File: src/hw/swc_params.svh
// Offsets, field positions, reset values and timing counts of the switch control register
`ifndef SWC_PARAMS_SVH
`define SWC_PARAMS_SVH
`define SWC_CTL_OFFSET       12'h404
`define SWC_PBDV_BASE        12'h300
`define SWC_PBDV_LAST        12'h31C
`define SWC_BIT_FUND_RESET   0
`define SWC_BIT_HOT_RESET    1
`define SWC_BIT_RESERVED     2
`define SWC_BIT_REG_UNLOCK   3
`define SWC_BIT_PB_UNLOCK    4
`define SWC_BIT_LD_HR_DIS    5
`define SWC_CTL_RESET        1'b0
`define SWC_PBDV_RESET       32'h00000000
`define SWC_CPL_DELAY        2
`endif

File: src/hw/swc_pkg.sv
// Types shared by the switch control register files
package swc_pkg;
    typedef struct packed {
        logic        valid;
        logic        write;
        logic [11:0] addr;
        logic [31:0] wdata;
    } swc_req_t;

    typedef struct packed {
        logic        valid;
        logic [31:0] rdata;
    } swc_cpl_t;

    typedef enum logic [1:0] {
        SWC_IDLE,
        SWC_WAIT_CPL,
        SWC_FIRE
    } swc_state_t;
endpackage : swc_pkg

File: src/hw/swc_switch_control.sv
// Switch control register with reset triggers and unlock gates
`timescale 1ns/1ps
`default_nettype none
`include "swc_params.svh"
// What this block does
// - Writing one to fundamental reset trigger starts a whole-switch fundamental reset.
// - Writing one to hot reset trigger starts a switch hot reset unless a fundamental reset is also pending.
// - Software hot reset also makes the upstream port retrain its link.
// - Trigger bits ignore written zero and always read zero.
// - Completion of the triggering write is returned before the reset acts.
// - While register unlock is set, write-when-unlocked fields accept writes.
// - While register unlock is clear, write-when-unlocked fields are read-only.
// - Register unlock sets at start and hardware sets it again during every reset.
// - Power budget unlock set lets power budget values be read and written.
// - Power budget unlock clear makes power budget values read-only.
// - Link-down hot reset disable blocks hot reset on upstream link down.
// - That disable leaves every other hot reset cause working.
// - Power budget unlock and link-down disable keep their values through hot reset.
// - With power budget unlock clear, power budget writes are discarded.
module swc_switch_control
    import swc_pkg::*;
(
    input  wire logic        clk,
    input  wire logic        rst,
    input  wire logic        hotResetIn,
    input  wire logic        upLinkDown,
    input  wire logic        otherHotReset,
    input  wire swc_req_t    cfgReq,
    input  wire logic        rwlWrite,
    input  wire logic [31:0] rwlWdata,
    output var  swc_cpl_t    cfgCpl,
    output var  logic        fundResetReq,
    output var  logic        hotResetReq,
    output var  logic        upLinkRetrain,
    output var  logic [31:0] rwlValue
);
    typedef struct packed {
        swc_state_t  state;
        logic [1:0]  wait_cnt;
        logic        pend_fund;
        logic        pend_hot;
        logic        reg_unlock;
        logic        pb_unlock;
        logic        ld_hr_dis;
        logic        cpl_valid;
        logic [31:0] cpl_data;
        logic        fund_req;
        logic        hot_req;
        logic        retrain;
        logic        rd_pend;
    } swc_state_s_t;

    swc_state_s_t s_q;
    swc_state_s_t s_d;

    logic        ctlHit;
    logic        pbHit;
    logic        pbWe;
    logic [2:0]  pbIdx;
    logic [31:0] pbRdata;
    logic [31:0] ctlRead;
    logic        anyReset;

    assign ctlHit   = cfgReq.valid && cfgReq.addr == `SWC_CTL_OFFSET;
    assign pbHit    = cfgReq.valid && cfgReq.addr >= `SWC_PBDV_BASE && cfgReq.addr <= `SWC_PBDV_LAST
                      && cfgReq.addr[1:0] == 2'h0;
    assign pbIdx    = cfgReq.addr[4:2];
    assign pbWe     = pbHit && cfgReq.write && s_q.pb_unlock;
    assign anyReset = s_q.fund_req || s_q.hot_req || hotResetIn;

    // Read view: triggers and reserved bit always zero
    always_comb
    begin
        ctlRead = 32'h00000000;
        ctlRead[`SWC_BIT_REG_UNLOCK] = s_q.reg_unlock;
        ctlRead[`SWC_BIT_PB_UNLOCK]  = s_q.pb_unlock;
        ctlRead[`SWC_BIT_LD_HR_DIS]  = s_q.ld_hr_dis;
    end

    always_comb
    begin
        s_d = s_q;
        s_d.cpl_valid = 1'b0;
        s_d.fund_req  = 1'b0;
        s_d.hot_req   = 1'b0;
        s_d.retrain   = 1'b0;
        s_d.rd_pend   = 1'b0;
        if (s_q.rd_pend)
        begin
            s_d.cpl_valid = 1'b1;
            s_d.cpl_data  = pbRdata;
        end
        else if (ctlHit)
        begin
            s_d.cpl_valid = 1'b1;
            s_d.cpl_data  = cfgReq.write ? 32'h00000000 : ctlRead;
            if (cfgReq.write)
            begin
                s_d.reg_unlock = cfgReq.wdata[`SWC_BIT_REG_UNLOCK];
                s_d.ld_hr_dis  = cfgReq.wdata[`SWC_BIT_LD_HR_DIS];
                if (s_q.reg_unlock)
                    s_d.pb_unlock = cfgReq.wdata[`SWC_BIT_PB_UNLOCK];
                if (cfgReq.wdata[`SWC_BIT_FUND_RESET])
                    s_d.pend_fund = 1'b1;
                if (cfgReq.wdata[`SWC_BIT_HOT_RESET])
                    s_d.pend_hot = 1'b1;
            end
        end
        else if (pbHit)
        begin
            if (cfgReq.write)
            begin
                s_d.cpl_valid = 1'b1;
                s_d.cpl_data  = 32'h00000000;
            end
            else
                s_d.rd_pend = 1'b1;
        end
        else if (cfgReq.valid)
        begin
            s_d.cpl_valid = 1'b1;
            s_d.cpl_data  = 32'h00000000;
        end
        case (s_q.state)
            SWC_IDLE:
            begin
                if (s_d.pend_fund || s_d.pend_hot)
                begin
                    s_d.state    = SWC_WAIT_CPL;
                    s_d.wait_cnt = 2'(`SWC_CPL_DELAY);
                end
            end
            SWC_WAIT_CPL:
            begin
                // Completion goes out before the reset fires
                if (s_q.wait_cnt == 2'h1)
                    s_d.state = SWC_FIRE;
                s_d.wait_cnt = s_q.wait_cnt - 2'h1;
            end
            SWC_FIRE:
            begin
                s_d.fund_req  = s_q.pend_fund;
                s_d.hot_req   = s_q.pend_hot && !s_q.pend_fund;
                s_d.retrain   = s_q.pend_hot && !s_q.pend_fund;
                s_d.pend_fund = 1'b0;
                s_d.pend_hot  = 1'b0;
                s_d.state     = SWC_IDLE;
            end
            default: s_d.state = SWC_IDLE;
        endcase
        // While idle with nothing pending, link down resets only when not disabled; other causes always pass
        if (s_q.state == SWC_IDLE && !s_d.pend_fund && !s_d.pend_hot)
        begin
            if (upLinkDown && !s_q.ld_hr_dis)
                s_d.hot_req = 1'b1;
            if (otherHotReset)
                s_d.hot_req = 1'b1;
        end
        // Sticky fields kept through hot reset; unlock reopened by every reset
        if (anyReset)
            s_d.reg_unlock = 1'b1;
    end

    always_ff @(posedge clk)
    begin
        if (rst)
        begin
            s_q           <= '0;
            s_q.state     <= SWC_IDLE;
            s_q.reg_unlock <= 1'b1;
            s_q.pb_unlock <= `SWC_CTL_RESET;
            s_q.ld_hr_dis <= `SWC_CTL_RESET;
        end
        else
            s_q <= s_d;
    end

    swc_pbdv_mem #(
        .DEPTH (8)
    ) u_pbdv (
        .clk   (clk),
        .rst   (rst),
        .we    (pbWe),
        .addr  (pbIdx),
        .wdata (cfgReq.wdata),
        .rdata (pbRdata)
    );

    swc_lock_field #(
        .WIDTH (32)
    ) u_rwl (
        .clk    (clk),
        .rst    (rst),
        .unlock (s_q.reg_unlock),
        .we     (rwlWrite),
        .wdata  (rwlWdata),
        .value  (rwlValue)
    );

    assign cfgCpl.valid  = s_q.cpl_valid;
    assign cfgCpl.rdata  = s_q.cpl_data;
    assign fundResetReq  = s_q.fund_req;
    assign hotResetReq   = s_q.hot_req;
    assign upLinkRetrain = s_q.retrain;

    // Link causes are only taken while idle and nothing is pending
    logic causeWindow;
    assign causeWindow = s_q.state == SWC_IDLE && !s_d.pend_hot && !s_d.pend_fund;
endmodule : swc_switch_control
`default_nettype wire

File: src/hw/swc_pbdv_mem.sv
// Power budget data value word store with registered read data
`timescale 1ns/1ps
`default_nettype none
`include "swc_params.svh"
module swc_pbdv_mem
    import swc_pkg::*;
#(
    parameter int DEPTH = 8
) (
    input  wire logic                     clk,
    input  wire logic                     rst,
    input  wire logic                     we,
    input  wire logic [$clog2(DEPTH)-1:0] addr,
    input  wire logic [31:0]              wdata,
    output var  logic [31:0]              rdata
);
    logic [31:0] mem [DEPTH];

    always_ff @(posedge clk)
    begin
        if (rst)
        begin
            for (int i = 0; i < DEPTH; i++)
                mem[i] <= `SWC_PBDV_RESET;
            rdata <= `SWC_PBDV_RESET;
        end
        else
        begin
            if (we)
                mem[addr] <= wdata;
            rdata <= mem[addr];
        end
    end
endmodule : swc_pbdv_mem
`default_nettype wire

File: src/hw/swc_lock_field.sv
// One write-when-unlocked field
`timescale 1ns/1ps
`default_nettype none
`include "swc_params.svh"
module swc_lock_field
    import swc_pkg::*;
#(
    parameter int WIDTH = 32
) (
    input  wire logic             clk,
    input  wire logic             rst,
    input  wire logic             unlock,
    input  wire logic             we,
    input  wire logic [WIDTH-1:0] wdata,
    output var  logic [WIDTH-1:0] value
);
    always_ff @(posedge clk)
    begin
        if (rst)
            value <= '0;
        else if (we && unlock)
            value <= wdata;
    end
endmodule : swc_lock_field
`default_nettype wire

File: config.mk
export PLATFORM = sky130hd
export DESIGN_NAME = swc_switch_control
export DESIGN_NICKNAME = d
export VERILOG_FILES = /design/src/hw/swc_pkg.sv /design/src/hw/swc_switch_control.sv /design/src/hw/swc_pbdv_mem.sv /design/src/hw/swc_lock_field.sv
export VERILOG_INCLUDE_DIRS = /design/src /design/src/hw
export SDC_FILE = /design/constraint.sdc
export NUM_CORES = 1
export LEC_CHECK = 0
export ABC_AREA = 0
export BUFFER_PORTS_ARGS = -buffer_cell sky130_fd_sc_hd__clkbuf_2
export CORE_MARGIN = 2
export CORE_UTILIZATION = 25
export DETAILED_ROUTE_END_ITERATION = 16
export GPL_TIMING_DRIVEN = 0
export SLEW_MARGIN = 20
export SYNTH_ARGS = -nofsm -noshare
export SYNTH_HDL_FRONTEND = slang
export SYNTH_SLANG_ARGS = --single-unit
export TNS_END_PERCENT = 5
File: constraint.sdc
create_clock -name clk -period 2 [get_ports clk]
set_input_delay 0.3 -clock clk [delete_from_list [all_inputs] [get_ports clk]]
set_output_delay 0.3 -clock clk [all_outputs]
set_load 0.03 [all_outputs]
Yosys cells after proc, flatten, opt, wreduce, memory -nomap -nowiden:

Memories as Yosys holds them, arrays and structs flattened. A register that Yosys moved wholly into a read port is not among the register bits.
Index checks and enable logic that the tools add are counted.

* flip-flop bits (word level): 78
* bits in writable memories: 256
* input bits: 84
* memories: 1

Memory list
* u_pbdv.mem: depth 8, width 32, read ports 1, clocked after Yosys merged registers in 1, wr ports 8, RTL line swc_pbdv_mem.sv:17 `logic [31:0] mem [DEPTH];`

* add/subtract/negate cells: 1
* $lt $le $gt $ge: 2
* equal/unequal tests: 7
* muxes and demuxes: 30
* bitwise operators: 3
* reductions and logical operators: 31

Operators with widths (count)
* $mux W33: 5
* $mux W32: 1
* $reduce_or A32 Y1: 1
* $mux W5: 3
* $mux W1: 13
* $eq A12 B11 Y1 const B: 1
* $ge A12 B10 Y1 const B: 1
* $le A12 B10 Y1 const B: 1
* $logic_and A1 B1 Y1: 11
* $pmux W2 S2: 2
* $mux W2: 3
* $mux W6: 1
* $reduce_and A2 Y1: 3
* $eq A2 B1 Y1 const B: 2
* $logic_not A1 Y1: 4
* $logic_not A2 Y1: 2
* $mux W4: 1
* $ne A2 B2 Y1 const B: 2
* $ne A4 B4 Y1 const B: 1
* $reduce_and A4 Y1: 1
* $reduce_bool A4 Y1: 1
* $reduce_or A2 Y1: 2
* $reduce_or A4 Y1: 1
* $logic_or A1 B1 Y1: 3
* 6 further kinds: 8

Longest topological paths before layout:

* depth after elaboration: 11
* depth in mapped cells: 6

Hierarchy:

Synthesis repeated with hierarchy kept, for this count alone.

* cell total of the unflattened synthesis: 1182
* area, all modules: 15846.4 um^2

Modules (own cells, without submodules)
* swc_pbdv_mem: instances 1, cells each 850, area an instance 12393.1 um^2, seq. area each 8328.0 um^2
* swc_switch_control: instances 1, cells each 187, area an instance 1930.6 um^2, seq. area each 920.9 um^2
* swc_lock_field: instances 1, cells each 145, area an instance 1522.7 um^2, seq. area each 640.6 um^2

Least setup slack after synthesis:

No wires, ideal clock.

* kind: input to register
* from: input port cfgReq[33] (netlist bit)
* to: memory u_pbdv.mem[4][0] (enable)
* arrival time: 1824 ps
* slack: -199 ps
* cell stages on the path: 4
* path buffers: 0
* path through: nor4_2 -> nand3_1 -> nor3_1 -> or2_2

RTL lines
* from (decl): RTL line swc_switch_control.sv:28 `input wire swc_req_t cfgReq,`
* to (decl): RTL line swc_pbdv_mem.sv:17

==> metrics.csv <==
stage,metric,value,unit
logic_synthesis,Post-synth EDFFs,256,
power,peak supply drop,609.5,µV
placed_design,Final Wtd Congestion,0.8354,
sta,f_max,511.0,MHz
sta,minimum clock period,1.957,ns
logic_synthesis,YS warnings,0,
clock_network,clock sink count,366,
sta,Final setup viols,0,
route,DR iter-0 viols,673,
sta,clock skew,0.01988,ns
global_routing,largest net degree at the start of global routing,17,
critical_path,CP Launch Type,input pin,
floorplan,die area,62810,µm²
power,PD cells,871.9,nW/µm²
logic_synthesis,syn nets,1168,
outcome,status,"finished, final reports clean",
sta,worst rel slew slack,32.20,%
logic_synthesis,top post-synthesis cells by area,"edfxtp_1 (51%), dfxtp_1 (14%), and2_1 (10%), mux4_2 (9.5%), mux2i_1 (2.2%)",
route,Post-Route WL,42.03,mm
clock_network,CTS tree,done,
final_layout,antenna cells,0,
flow_run,Max-Cap Viols,0,
power,Int Power,12.73,mW
logic_synthesis,most common cell in the synthesized netlist,edfxtp_1,
power,Net Sw Frac,22.42,%
critical_path,CP max FO,10,
final_layout,Layout area overhead,23.73,%
floorplan,boundary pin count,152,
logic_synthesis,synth unique cells,47,
sta,final hold viol count,0,
clock_network,clk slew on worst S/H paths,0.06,ns
power,P_sw,3.677,mW
sta,RSZ-0062 raised after global routing,true,
critical_path,Critical Path RT,2.40,ns
placed_design,Placed Area,16940,µm²
global_routing,initial antenna violation count,9,
global_routing,total grt overflow,0,
logic_synthesis,Post-Synthesis Cells,1083,
route,Post-route DRC,0,
route,max layer used,met5,
floorplan,Rows,90,
logic_synthesis,Avg Synthesized Cell Area,14.04,µm²
critical_path,R2R Setup Slk,0.07,ns
placed_design,Detail Placement HPWL,27.19,mm
power,combinational fraction of design power,6.8,%
sta,Final period util,97.84,%
clock_network,CTS Buf Count,39,
global_routing,vias in the first global route,9959,
critical_path,endpoint type of the worst setup path,flip-flop,
final_layout,final instance area,18810,µm²
logic_synthesis,post-synth top area share,50.56,%
global_routing,Total GRT Usage,13.19,%
floorplan,Initial Util,25.24,%
route,routed wl met2,20.49,mm
logic_synthesis,Post-synth ARST share,0,%
power,LEAKAGE,7.296,nW
final_layout,layout cells sized above 1,29.02,%
floorplan,chip width,250.6,µm
logic_synthesis,Most used DFF post-synth,edfxtp_1,
floorplan,core box area,60250,µm²
sta,final number of max-transition violations,0,
route,Vias,9492,
final_layout,fillers,5934,
route,met1 wire length,17.58,mm
logic_synthesis,sequential fraction of the synthesis area,65.04,%
clock_network,clk_lat worst skew,0.54,ns
clock_network,H-tree levels,2,
final_layout,fin nets,1405,
power,sequential share of power,51.3,%
power,Tot Pwr,16.40,mW
clock_network,Clock Tree Buf Depth,3,
power,clock network fraction of total power,41.9,%
clock_network,CTS Root Cell,clkbuf_16,
route,Final ANT Viol Nets,0,
route,WL met3,3.004,mm
logic_synthesis,Synth area leader,edfxtp_1,
logic_synthesis,Synth top cells by count,"edfxtp_1 (256), and2_1 (245), dfxtp_1 (110)",
route,Avg WL per Cell,19.70,µm
critical_path,worst path arrival time,2.36,ns
critical_path,Setup CP Type,in2reg,
route,routed vias/inst,4.450,
min_path,Hold Crit Class,in2reg,
global_routing,global-route wire length before repair,62.06,mm
logic_synthesis,register bit count reported by yosys,366,
logic_synthesis,Post-Syn Area,15200,µm²
route,drt first pass iters,5,
placed_design,# port buffers,149,
floorplan,die height,250.6,µm
sta,Worst-Margin Slew,1.017,ns
## cell type report
class	instances	area [µm²]	area share (%)
multi-input cells	621	4999	26.57
plain buffers	100	566.8	3.013
clock buffers	61	1144	6.079
well taps	782	978.4	5.201
repair buffers	187	1146	6.092
clock inverters	11	66.31	0.3525
inverters	5	18.77	0.09976
flip-flops and latches	366	9894	52.59
## layout by cell type (no fill, tap or decap), types with 28 or more instances in the layout
cell type      instances
a22o_1                29
a21oi_1               37
mux4_2                64
dfxtp_1              108
dlygate4sd3_1         28
clkbuf_2             181
nor2_1                47
mux2i_1               33
and2_1               245
edfxtp_1             256
clkbuf_16             40
nand2_1               71
clkbuf_1              34
buf_4                 38
## logic make-up (layout without fill, tap and decap cells)
group                      after synthesis  in the layout  synth area share [%]
AOI/OAI and AO/OA                       84             84                 3.753
adders and majority gates                1              1               0.08228
buffers and inverters                  106            364                 3.547
DFF                                    366            366                 65.04
muxes                                   97             97                 11.65
and+or+nand+nor                        429            439                 15.92
## state kept, by name, summed over array words and instances, names as in the netlist
register / count
u_pbdv.mem: 256
u_pbdv.rdata: 32
cfgCpl: 33
s_q: 7
fundResetReq: 1
u_rwl.value: 32
hotResetReq: 1
ctlRead: 3
upLinkRetrain: 1
## final timing paths
check | to | depth (start not counted) | startpoint
max | u_pbdv.rdata[16]$_SDFF_PP0_ | 5 | cfgReq[35]
min reg2reg | cfgCpl[19]$_SDFFE_PP0P_ | 1 | u_pbdv.rdata[19]$_SDFF_PP0_
max reg2reg | u_pbdv.mem[1][1]$_SDFFCE_PN0P_ | 6 | ctlRead[4]$_SDFFE_PP0P_
min | u_rwl.value[25]$_SDFFE_PP0P_ | 3 | rwlWdata[25]
## metrics by stage
| step | setup slack (ns) | cells | hold slack (ns) | TNS, ns | utilization (%) |
|---|---|---|---|---|---|
| 2_1_floorplan | -0.06157 | 1083 | 0.4259 | -9.722 | - |
| 3_3_place_gp | -1.267 | 2014 | 0.4309 | -517.19 | 28.12 |
| 3_5_place_dp | -1.264 | 2014 | 0.4357 | -523.32 | 28.12 |
| 4_1_cts | -0.1308 | 2130 | 0.0006214 | -6.885 | 31.09 |
| 5_1_grt | -0.05717 | 2133 | 0.02291 | -0.7404 | 31.23 |
| 6_report | 0.04314 | 2133 | 0.02244 | 0 | 31.23 |
## per-layer routing
metal,global-route usage (%),vias up
met4,3.524,18
met2,22.55,317
met3,3.814,74
met5,0,-
met1,16.23,4707
li1,-,4376
## critical path, stage by stage
cell and delay [ns]:
buf_6 0.16, clkbuf_1 0.61, buf_1 0.82, mux2i_1 0.39
nor2_1 0.06
## repair_timing
action                                  in CTS  in global routing
hold buffers                                28                  0
resized for setup                           60                 20
buffers inserted                             8                  2
cloned                                       8                  2
endpoints found under the setup margin     538                421
pin swaps                                    2                  3
hold endpoints to repair                    28                  0
## power groups by stage
stage	sequential [mW]	combinational, mW	clock, mW
finish	8.42	1.12	6.87
global route	8.44	1.21	7.28
CTS	8.42	1.12	6.99
detailed placement	8.58	1.03	0
global placement	8.57	1.01	0
floorplan	8.62	0.541	0
Note: power is estimated with default switching activity, not from simulation.
